==> config.mk <==
export PLATFORM = sky130hd
export DESIGN_NAME = acr_bank
export DESIGN_NICKNAME = d
export VERILOG_FILES = /design/src/core/acr_pkg.sv /design/src/core/acr_bank.sv
export SDC_FILE = /design/constraint.sdc
export NUM_CORES = 1
export LEC_CHECK = 0
export ABC_CLOCK_PERIOD_IN_PS = 1300
export BUFFER_PORTS_ARGS = -buffer_cell sky130_fd_sc_hd__buf_2
export CORE_MARGIN = 2
export CORE_UTILIZATION = 30
export DETAILED_ROUTE_END_ITERATION = 10
export HOLD_SLACK_MARGIN = 0.05
export REMOVE_ABC_BUFFERS = 1
export SLEW_MARGIN = 30
export SYNTH_ARGS = -nofsm -noshare
export SYNTH_HDL_FRONTEND = slang
export SYNTH_SLANG_ARGS = --single-unit
==> constraint.sdc <==
create_clock -name clk_sys -period 1.3 [get_ports clk_sys]
set_input_delay 0.065 -clock clk_sys [delete_from_list [all_inputs] [get_ports clk_sys]]
set_output_delay 0.065 -clock clk_sys [all_outputs]
set_load 0.05 [all_outputs]
==> src/core/acr_pkg.sv <==
// Purpose: Shared constants for the antenna check, random generator and secure supply register bank.
// Assumes: 16-bit register addresses, 8-bit data.
// Notes: Offsets are byte addresses on the plain register port.
package acr_pkg;
  localparam int ADDR_W = 16;
  localparam logic [15:0] OFF_RANDOM_NUMBER_DATA = 16'h6105;
  localparam logic [15:0] OFF_ANTENNA_CURRENT_CHECK = 16'h610C;
  localparam logic [15:0] OFF_RANDOM_AND_SECURE_SUPPLY_CTRL = 16'h610D;
  localparam logic [15:0] OFF_IRQ_STATUS = 16'h6110;
  localparam logic [15:0] OFF_IRQ_MASK = 16'h6111;
  localparam logic [7:0] RST_ANTENNA_CURRENT_CHECK = 8'h00;
  localparam logic [7:0] RST_RANDOM_AND_SECURE_SUPPLY_CTRL = 8'h41;
  localparam logic [7:0] RST_RANDOM_NUMBER_DATA = 8'h00;
  localparam logic [7:0] RNG_SEED = 8'hA5;
  localparam int ACC_EN_BIT = 0;
  localparam int ACC_ITHH_LSB = 1;
  localparam int ACC_ITHL_LSB = 4;
  localparam int ACC_UP_BIT = 6;
  localparam int ACC_BOT_BIT = 7;
  localparam int RSC_READY_BIT = 1;
  localparam int RSC_FORCE_BIT = 2;
  localparam int RSC_SW_EN_BIT = 4;
  localparam int RSC_OVL_BIT = 5;
  localparam int RSC_MASK_BIT = 6;
  localparam int IRQ_READY = 0;
  localparam int IRQ_UP = 1;
  localparam int IRQ_BOT = 2;
  localparam int IRQ_OVL = 3;
  localparam logic [7:0] IRQ_USED = 8'h0F;
  localparam int RSC_FIXED_ONE_BIT = 0;
  localparam int RNG_PERIOD_CYCLES = 8;
endpackage

==> src/core/acr_bank.sv <==
// Purpose: Control and status registers for antenna current check, random generator and secure supply switch.
// Assumes: Synchronous inputs on clk_sys; firmware-only plain register port.
// Notes: Analogue comparators and switch sit outside; this block steers and reports them.
// Functional notes
// - Monitoring runs only while enable bit set.
// - Limit crossings reported via bits 7, 6.
// - High flag bit 6 above high threshold.
// - Low flag bit 7 below low threshold.
// - Low threshold codes 10/11 give 25/35 mA.
// - High threshold codes select 45 to 150 mA.
// - No result pin; read flags only.
// - Random byte sits in data bits 7:0.
// - Valid bit 1 set on fresh number.
// - Reading data register clears valid bit.
// - Force run bit overrides contactless unit control.
// - Switch enable bit powers secure supply.
// - Overcurrent bit mirrors current limitation state.
// - Pad mask forces inputs to 0/1.
//
// Local design decision: the address-and-strobe port.
`timescale 1ns/10ps
module acr_bank #(
  parameter int RNG_PERIOD = acr_pkg::RNG_PERIOD_CYCLES
) (
  input wire logic clk_sys,
  input wire logic rstn,
  input wire logic [acr_pkg::ADDR_W-1:0] reg_addr,
  input wire logic [7:0] reg_wdata,
  input wire logic reg_wr,
  input wire logic reg_rd,
  output logic [7:0] reg_rdata,
  output logic irq,
  output logic monitor_enable,
  output logic [1:0] low_threshold_sel,
  output logic [2:0] high_threshold_sel,
  input wire logic current_above_high,
  input wire logic current_below_low,
  input wire logic contactless_unit_rng_run,
  output logic rng_running,
  output logic secure_switch_enable,
  input wire logic secure_switch_overload,
  input wire logic secure_signal_in_pad,
  input wire logic auxiliary_port_pin_pad,
  output logic secure_signal_in,
  output logic auxiliary_port_pin
);
  import acr_pkg::*;

  // ------------------------------------------------------------
  // Register state
  // ------------------------------------------------------------
  // Software-visible register copies.
  logic [7:0] check_ctrl;
  logic [7:0] rng_ctrl;
  logic [7:0] rng_data;
  logic [7:0] irq_status;
  logic [7:0] irq_mask;

  // Antenna check flags and the delayed copies used for edge detection.
  logic flag_up;
  logic flag_bot;
  logic flag_up_d;
  logic flag_bot_d;
  logic ovl_d;

  // Generator state.
  logic [7:0] lfsr;
  logic [7:0] rng_count;
  logic rng_fresh;
  logic next_ready;

  // Qualified strobes, decoded once.
  logic wr_check_sel;
  logic wr_supply_sel;
  logic wr_data_sel;
  logic wr_status_sel;
  logic wr_mask_sel;
  logic rd_data_hit;

  // Derived control and readback words.
  logic pad_mask_on;
  logic [7:0] check_readback;
  logic [7:0] supply_readback;
  logic [7:0] next_rdata;

  // Interrupt events.
  logic up_rise;
  logic bot_rise;
  logic ovl_rise;
  logic [7:0] next_irq_set;

  // ------------------------------------------------------------
  // Address decode
  // ------------------------------------------------------------
  // Exact compare on the full address, so that no alias ever reaches a register.
  function automatic logic hit(input logic [15:0] a, input logic [15:0] off);
    return a == off;
  endfunction

  // Strobes are qualified here once; every register write below uses these selects, while the read mux decodes reg_addr itself.
  assign wr_check_sel = reg_wr && hit(reg_addr, OFF_ANTENNA_CURRENT_CHECK);
  assign wr_supply_sel = reg_wr && hit(reg_addr, OFF_RANDOM_AND_SECURE_SUPPLY_CTRL);
  assign wr_data_sel = reg_wr && hit(reg_addr, OFF_RANDOM_NUMBER_DATA);
  assign wr_status_sel = reg_wr && hit(reg_addr, OFF_IRQ_STATUS);
  assign wr_mask_sel = reg_wr && hit(reg_addr, OFF_IRQ_MASK);
  assign rd_data_hit = reg_rd && hit(reg_addr, OFF_RANDOM_NUMBER_DATA);

  // ------------------------------------------------------------
  // Antenna check control register
  // ------------------------------------------------------------
  // The flag bits are read-only, so a write keeps only the six control bits.

  always_ff @(posedge clk_sys or negedge rstn) begin
    if (!rstn) begin
      check_ctrl <= RST_ANTENNA_CURRENT_CHECK;
    end else if (wr_check_sel) begin
      check_ctrl <= {2'b00, reg_wdata[5:0]};
    end
  end

  // ------------------------------------------------------------
  // Antenna current check
  // ------------------------------------------------------------
  // Threshold codes pass straight to the analogue comparators; code 10 is 25 mA and 11 is 35 mA,
  // while 000..111 on the high side step 45, 60, 75, 90, 105, 120, 130, 150 mA.
  assign monitor_enable = check_ctrl[ACC_EN_BIT];
  assign low_threshold_sel = check_ctrl[ACC_ITHL_LSB +: 2];
  assign high_threshold_sel = check_ctrl[ACC_ITHH_LSB +: 3];

  // Flags are re-sampled every cycle so that a cleared fault reads clean again.
  // The result is only meaningful while the transmitter drives the antenna; the block cannot tell.
  always_ff @(posedge clk_sys or negedge rstn) begin
    if (!rstn) begin
      flag_up <= 1'b0;
    end else if (!check_ctrl[ACC_EN_BIT]) begin
      flag_up <= 1'b0;
    end else begin
      flag_up <= current_above_high;
    end
  end

  always_ff @(posedge clk_sys or negedge rstn) begin
    if (!rstn) begin
      flag_bot <= 1'b0;
    end else if (!check_ctrl[ACC_EN_BIT]) begin
      flag_bot <= 1'b0;
    end else begin
      flag_bot <= current_below_low;
    end
  end

  // ------------------------------------------------------------
  // Random generator
  // ------------------------------------------------------------
  assign rng_running = rng_ctrl[RSC_FORCE_BIT] || contactless_unit_rng_run;

  function automatic logic period_end(input logic [7:0] count);
    return count == 8'(RNG_PERIOD - 1);
  endfunction

  // Taps and seed only need to look random to firmware; this is no cryptographic source.
  always_ff @(posedge clk_sys or negedge rstn) begin
    if (!rstn) begin
      lfsr <= RNG_SEED;
    end else if (rng_running) begin
      lfsr <= {lfsr[6:0], lfsr[7] ^ lfsr[5] ^ lfsr[4] ^ lfsr[3]};
    end
  end

  // The count only advances while running, so a paused generator resumes mid-period.
  always_ff @(posedge clk_sys or negedge rstn) begin
    if (!rstn) begin
      rng_count <= 8'h00;
    end else if (rng_running) begin
      if (period_end(rng_count)) begin
        rng_count <= 8'h00;
      end else begin
        rng_count <= rng_count + 8'h01;
      end
    end
  end

  always_ff @(posedge clk_sys or negedge rstn) begin
    if (!rstn) begin
      rng_fresh <= 1'b0;
    end else begin
      rng_fresh <= rng_running && period_end(rng_count);
    end
  end

  // A software write to the data register is kept until the next fresh number lands.
  always_ff @(posedge clk_sys or negedge rstn) begin
    if (!rstn) begin
      rng_data <= RST_RANDOM_NUMBER_DATA;
    end else if (rng_fresh) begin
      rng_data <= lfsr;
    end else if (wr_data_sel) begin
      rng_data <= reg_wdata;
    end
  end

  // ------------------------------------------------------------
  // Generator and secure supply control
  // ------------------------------------------------------------
  // A fresh number beats both a write and a read in the same cycle, so no number goes unflagged.
  always_comb begin
    next_ready = rng_ctrl[RSC_READY_BIT];
    if (rng_fresh) begin
      next_ready = 1'b1;
    end else if (rd_data_hit) begin
      next_ready = 1'b0;
    end else if (wr_supply_sel) begin
      next_ready = reg_wdata[RSC_READY_BIT];
    end
  end

  always_ff @(posedge clk_sys or negedge rstn) begin
    if (!rstn) begin
      rng_ctrl <= RST_RANDOM_AND_SECURE_SUPPLY_CTRL;
    end else begin
      if (wr_supply_sel) begin
        rng_ctrl[RSC_MASK_BIT] <= reg_wdata[RSC_MASK_BIT];
        rng_ctrl[RSC_SW_EN_BIT] <= reg_wdata[RSC_SW_EN_BIT];
        rng_ctrl[RSC_FORCE_BIT] <= reg_wdata[RSC_FORCE_BIT];
      end
      rng_ctrl[RSC_READY_BIT] <= next_ready;
    end
  end

  // The mask leaves reset set, so the internal pad copies sit idle until firmware releases them.
  assign pad_mask_on = rng_ctrl[RSC_MASK_BIT];
  // Only the enable leaves here; holding the supply at ground while off is the switch's job.
  assign secure_switch_enable = rng_ctrl[RSC_SW_EN_BIT];
  assign secure_signal_in = pad_mask_on ? 1'b0 : secure_signal_in_pad;
  assign auxiliary_port_pin = pad_mask_on ? 1'b1 : auxiliary_port_pin_pad;

  // ------------------------------------------------------------
  // Interrupts
  // ------------------------------------------------------------
  // Delayed copies leave reset at zero like the flags, so no false edge follows reset.
  always_ff @(posedge clk_sys or negedge rstn) begin
    if (!rstn) begin
      flag_up_d <= 1'b0;
    end else begin
      flag_up_d <= flag_up;
    end
  end

  always_ff @(posedge clk_sys or negedge rstn) begin
    if (!rstn) begin
      flag_bot_d <= 1'b0;
    end else begin
      flag_bot_d <= flag_bot;
    end
  end

  // The overload input is a level from the limiter; only its rising edge raises an event.
  always_ff @(posedge clk_sys or negedge rstn) begin
    if (!rstn) begin
      ovl_d <= 1'b0;
    end else begin
      ovl_d <= secure_switch_overload;
    end
  end

  assign up_rise = flag_up && !flag_up_d;
  assign bot_rise = flag_bot && !flag_bot_d;
  assign ovl_rise = secure_switch_overload && !ovl_d;

  always_comb begin
    next_irq_set = 8'h00;
    next_irq_set[IRQ_READY] = rng_fresh;
    next_irq_set[IRQ_UP] = up_rise;
    next_irq_set[IRQ_BOT] = bot_rise;
    next_irq_set[IRQ_OVL] = ovl_rise;
  end

  // Clear first, then set, so that an event in the clearing cycle survives.
  function automatic logic [7:0] sticky_update(input logic [7:0] cur, input logic [7:0] clr,
    input logic [7:0] set);
    return ((cur & ~clr) | set) & IRQ_USED;
  endfunction

  always_ff @(posedge clk_sys or negedge rstn) begin
    if (!rstn) begin
      irq_status <= 8'h00;
    end else if (wr_status_sel) begin
      irq_status <= sticky_update(irq_status, reg_wdata, next_irq_set);
    end else begin
      irq_status <= sticky_update(irq_status, 8'h00, next_irq_set);
    end
  end

  always_ff @(posedge clk_sys or negedge rstn) begin
    if (!rstn) begin
      irq_mask <= 8'h00;
    end else if (wr_mask_sel) begin
      irq_mask <= reg_wdata & IRQ_USED;
    end
  end

  // Level output; it stays high until every unmasked status bit has been cleared.
  assign irq = |(irq_status & irq_mask);

  // ------------------------------------------------------------
  // Read port
  // ------------------------------------------------------------
  // Bits 7 and 6 carry the live check result; its rising edges also set interrupt status bits 1 and 2.
  always_comb begin
    check_readback = 8'h00;
    check_readback[ACC_BOT_BIT] = flag_bot;
    check_readback[ACC_UP_BIT] = flag_up;
    check_readback[5:0] = check_ctrl[5:0];
  end

  // Reserved bits read fixed values; the overload bit is the live limiter state, not a latch.
  always_comb begin
    supply_readback = 8'h00;
    supply_readback[RSC_FIXED_ONE_BIT] = 1'b1;
    supply_readback[RSC_READY_BIT] = rng_ctrl[RSC_READY_BIT];
    supply_readback[RSC_FORCE_BIT] = rng_ctrl[RSC_FORCE_BIT];
    supply_readback[RSC_SW_EN_BIT] = rng_ctrl[RSC_SW_EN_BIT];
    supply_readback[RSC_OVL_BIT] = secure_switch_overload;
    supply_readback[RSC_MASK_BIT] = rng_ctrl[RSC_MASK_BIT];
  end

  always_comb begin
    next_rdata = 8'h00;
    if (reg_rd) begin
      case (reg_addr)
        OFF_RANDOM_NUMBER_DATA: begin
          next_rdata = rng_data;
        end
        OFF_ANTENNA_CURRENT_CHECK: begin
          next_rdata = check_readback;
        end
        OFF_RANDOM_AND_SECURE_SUPPLY_CTRL: begin
          next_rdata = supply_readback;
        end
        OFF_IRQ_STATUS: begin
          next_rdata = irq_status;
        end
        OFF_IRQ_MASK: begin
          next_rdata = irq_mask;
        end
        default: begin
          next_rdata = 8'h00;
        end
      endcase
    end
  end

  // Read data stand for one cycle and then return to zero, so a stale value is never taken twice.
  always_ff @(posedge clk_sys or negedge rstn) begin
    if (!rstn) begin
      reg_rdata <= 8'h00;
    end else begin
      reg_rdata <= next_rdata;
    end
  end
endmodule

; ---- After elaboration in Yosys (flattened, before gate mapping)
; Cells that the tools add are included.
; W data, S select, Z words.
[totals]
reg_bits = 56
output_inout_bits = 19
[op_classes]
n_addsub = 1
n_eq_ne = 6
muxes = 13
n_bitwise = 8
reduce_logical = 17
[ops]
columns = op, n
row1 = $eq A16 B15 Y1 const B, 5
row2 = $pmux W8 S5, 1
row3 = $mux W8, 4
row4 = $logic_and A1 B1 Y1, 10
row5 = $add A8 B1 Y8 const B, 1
row6 = $and A4 B4 Y4, 2
row7 = $eq A8 B3 Y1 const B, 1
row8 = $or A4 B4 Y4, 2
row9 = $reduce_or A8 Y1, 1
row10 = $mux W1, 7
row11 = $mux W4, 1
row12 = $not A4 Y4, 1
row13 = $logic_not A1 Y1, 3
row14 = $reduce_bool A3 Y1, 1
row15 = $xor A1 B1 Y1, 3
row16 = $reduce_bool A2 Y1, 1
row17 = $logic_or A1 B1 Y1, 1

; ---- Logic depth before layout (Yosys ltp)
[logic_depth]
word_depth = 5
mapped_depth = 6

; ---- Least setup slack after synthesis
; OpenSTA, ideal clock, no wires.
[synth_timing]
kind = reg2reg
startpoint = register rng_ctrl[2]
endpoint = register rng_count[0]
setup_ns = 0.130
arrival_time_ns = 1.380
required_time_ns = 1.170
setup_slack_ns = -0.210
stages_incl_launch_ff = 6
cell_sequence = dfrtp_1 -> nor2_1 -> inv_1 -> buf_1 -> xnor2_1 -> nor2_1
[synth_via]
elab_chain_len = 1
[synth_lines]
columns = element, line_no
row1 = "start, declared", acr_bank.sv:54  ; logic [7:0] rng_ctrl;
row2 = "start signal, assigned by index", acr_bank.sv:222  ; rng_ctrl[RSC_MASK_BIT] <= reg_wdata[RSC_MASK_BIT];
row3 = "start signal, assigned by index", acr_bank.sv:223  ; rng_ctrl[RSC_SW_EN_BIT] <= reg_wdata[RSC_SW_EN_BIT];
row4 = "start signal, assigned by index", acr_bank.sv:224  ; rng_ctrl[RSC_FORCE_BIT] <= reg_wdata[RSC_FORCE_BIT];
row5 = $logic_or A1 B1 Y1, acr_bank.sv:155  ; assign rng_running = rng_ctrl[RSC_FORCE_BIT] || contactless_unit_rng_run;
row6 = net rng_running, acr_bank.sv:39  ; output logic rng_running,
row7 = "end signal, assigned", acr_bank.sv:178  ; rng_count <= rng_count + 8'h01;
row8 = "end, declared", acr_bank.sv:68  ; logic [7:0] rng_count;
; The timed path passes the listed nets, and every way through them passes these cells.
; A chain may end at the register's enable or synchronous reset.

; ---- Final worst setup path
[layout_timing]
startpoint = register rng_count[4]
endpoint = register rng_count[0]
[layout_via]
elab_chain_len = 2
[layout_lines]
columns = element, line_no
row1 = $eq A8 B3 Y1, acr_bank.sv:158  ; return count == 8'(RNG_PERIOD - 1);
row2 = $mux W8, acr_bank.sv:175  ; if (period_end(rng_count)) begin
; Every way passes these cells.

==> flow_summary.toml <==
[die]
die_x_microns = 98.3
core-area_sq_um = 8680
core.rowCount = 34
ios = 53
fp.dieH_microns = 98.3
fp.dieArea_sq_um = 9650
start_util = 0.307

[cts]
clk_latency_ns = 0.31
cts_tree = "done"
path_clk_slew_ns = 0.10
h-tree-depth = 2
clockRootBuffer = "clkbuf_8"
clock-sinks = 56
clockBufferDepth = 2
cts_buffers = 5

[synthesis]
synth_top_family_by_area = "simple AND/OR/NAND/NOR gates"
synth-seq-cells = 56
synth_ff_type = "dfrtp_1"
synthCells = 251
async_flop_share = 1.00
synth_fa_ha_area_frac = 0.00469
synthTopCellsByArea = "dfrtp_1, dfstp_2, nand2_1, mux2_2, nor2_1"
synth_area_leader_cell = "dfrtp_1"
synthMuxAreaShare = 0.0869
synth_top_area_share = 0.479
synth_edf_count = 0
synth_area_sq_um = 2670
synth_compound_area_frac = 0.104
synth_warnings = 0
synthDistinctLibCells = 47
synth_seq_area_share = 0.528
synthSimpleGateAreaFrac = 0.209
synthXorXnorAreaFrac = 0.0329
synth_area_per_cell_sq_um = 10.6

[routing]
vias_per_cell = 4.86
wl_per_cell_microns = 14.5
dr.pass1.iters = 4
drt_iter0_drc = 142
routed_wl_microns = 6420
routed-via-count = 2158
ant_nets = 0
remaining_drc_errors = 0

[sta]
final.min_clock_period_ns = 1.30
hold_slack_ns = 0.0749
skew_ns = 0.00833
slew_viol_final = 0
relSlewSlack = 0.729
hold_viol_final = 0
rsz0062_at_grt = "yes"
worst_pin_slew_ns = 0.404
setup_viol = 0
post-route-period-util = 0.998
fmax_mhz = 771

[outcome]
status = "finished, final reports clean"

[global_routing]
grt_usage = 0.137
grt_max_degree = 57
grt_pass1_wl_microns = 10800
overflow = 0
grt_pass1_vias = 2149
grt_antenna_before_repair = 0

[pwr]
p_clk_frac = 0.289
finalPower_uw = 3970
pwr-share-seq = 0.532
p_sw_uw = 1090
powerDensity_nw_per_um2 = 1140
ir_worst_vdd_mv = 0.629
combPwrFrac = 0.179
p_int_uw = 2890
sw_frac_of_total = 0.273
leakage_uw = 0.00162

[setup_path]
cp-end-kind = "register"
cp_max_fo = 3
crit_chain = "or4_4, nor3_4, nor2_1"
cp-start-kind = "register"
slowest_delay_ns = 0.55
critPathKind = "register to register"
cp.required_ns = 1.50
crit_family = "simple AND/OR/NAND/NOR gates"
crit_buf_inv = 0
slowest_stage = "or4_4"
critPathArrivalTime_ns = 1.49

[finish]
num-fill-cells = 852
nets = 370
drive_gt1_frac = 0.354
fin_util = 0.402
n_antenna_cell = 0
area_growth_pct = 31.0

[placement]
routabilityCongestion = 0.862
io_buffer_count = 52
dp_hpwl_microns = 4660

[worst_hold_path]
hp-class = "input port to register"

[run]
maxCapViolations = 0
## layout make-up
cell class              instances  area, sq um  share of cell area
clock buffers                   5         68.8              0.0197
clock inverters                 3         42.5              0.0122
flip-flops and latches         56         1410               0.403
well taps                     108          135              0.0387
multi-input cells             175         1190               0.341
repair buffers                 87          611               0.175
inverters                      10         37.5              0.0108
## power by group through the flow
stage               combinational, uW  clock, uW  sequential, uW
global route                      809       1260            2150
detailed placement                682          0            2140
CTS                               722       1190            2120
global placement                  668          0            2140
finish                            710       1150            2120
floorplan                         363          0            2130
## per-layer routing
metal / vias to the layer above / track usage / share of wire
li1: 1051 / - / -
met1: 1050 / 0.188 / 0.45
met2: 52 / 0.225 / 0.49
met3: 5 / 0.0315 / 0.053
met4: 0 / 0.0285 / 0.0092
met5: - / 0 / 0
## cells in the final DEF, fill, tap and decap left out, drive strengths merged, types with 7 or more instances in the layout
cell type	synthesis	layout
buf	7	76
dfrtp	51	51
nand2	34	34
nor2	24	24
o21ai	16	16
nand3	13	13
mux2	13	13
dlygate4sd3	0	11
a21oi	10	10
inv	9	9
a31oi	8	8
mux2i	7	7
xnor2	7	7
## final timing paths
check | from | end | slack, ns | cells past startpoint
min in group asynchronous | rstn | irq_status[1] | 0.28 | 3
worst min-delay path | reg_wdata[2] | irq_mask[2] | 0.07 | 2
worst min register to register | flag_bot | flag_bot_d | 0.39 | 0
worst max register to register | rng_count[4] | rng_count[0] | 0.003 | 3
worst max-delay path | rng_count[4] | rng_count[0] | 0.003 | 3
max in group asynchronous | rstn | lfsr[0] | 0.71 | 3
## sequential cells by signal, indices dropped and copies added (netlist names)
signal / cells
flag_up_d: 1
flag_up: 1
ovl_d: 1
rng_count: 8
rng_fresh: 1
lfsr: 8
check_ctrl: 6
reg_rdata: 8
rng_data: 8
irq_mask: 4
rng_ctrl: 2
flag_bot_d: 1
irq_status: 4
flag_bot: 1
pad_mask_on: 1
secure_switch_enable: 1
## kinds of logic (layout without fill, tap and decap cells)
kind of cell	after synthesis	after routing
mux	20	20
xor+xnor	10	10
compound gates	46	46
simple gates	98	98
flops	56	56
buf+inv	20	105
fa+ha+maj	1	1
## timing repair
item,in CTS,in global routing
endpoints found under the setup margin,5,6
pin swaps,1,2
hold buffers,11,0
gates resized for setup,9,5
buffers inserted,1,1
endpoints found under the hold margin,73,0
## cell usage after synthesis, types with 3 or more instances
master / number
mux2_4: 4
o41ai_1: 4
a21oi_1: 10
xor2_1: 3
mux2i_1: 7
xnor2_1: 7
nand3_1: 11
nor2_1: 24
a31oi_1: 8
mux2_2: 9
dfstp_2: 5
nand4_1: 4
buf_2: 4
o21ai_0: 16
nand2_1: 34
inv_1: 9
clkbuf_1: 3
dfrtp_1: 51
nor3_1: 3
## metrics by stage
| step | std cells | TNS (ns) | worst slack, ns | area [sq um] |
|---|---|---|---|---|
| finish | 444 | 0 | 0.00256 | 3490 |
| global route | 444 | -0.120 | -0.0354 | 3490 |
| CTS | 443 | 0 | 0.00147 | 3460 |
| detailed placement | 423 | -6.42 | -0.287 | 3200 |
| global placement | 423 | -5.50 | -0.237 | 3200 |
| floorplan | 241 | -6.86 | -0.520 | 2610 |
## worst reg2reg max path, cell delays in order, from the launching register on
cell	delay (ns)
dfrtp_1	0.40
or4_4	0.55
nor3_4	0.17
nor2_1	0.07
Note: power is estimated with default switching activity, not from simulation.
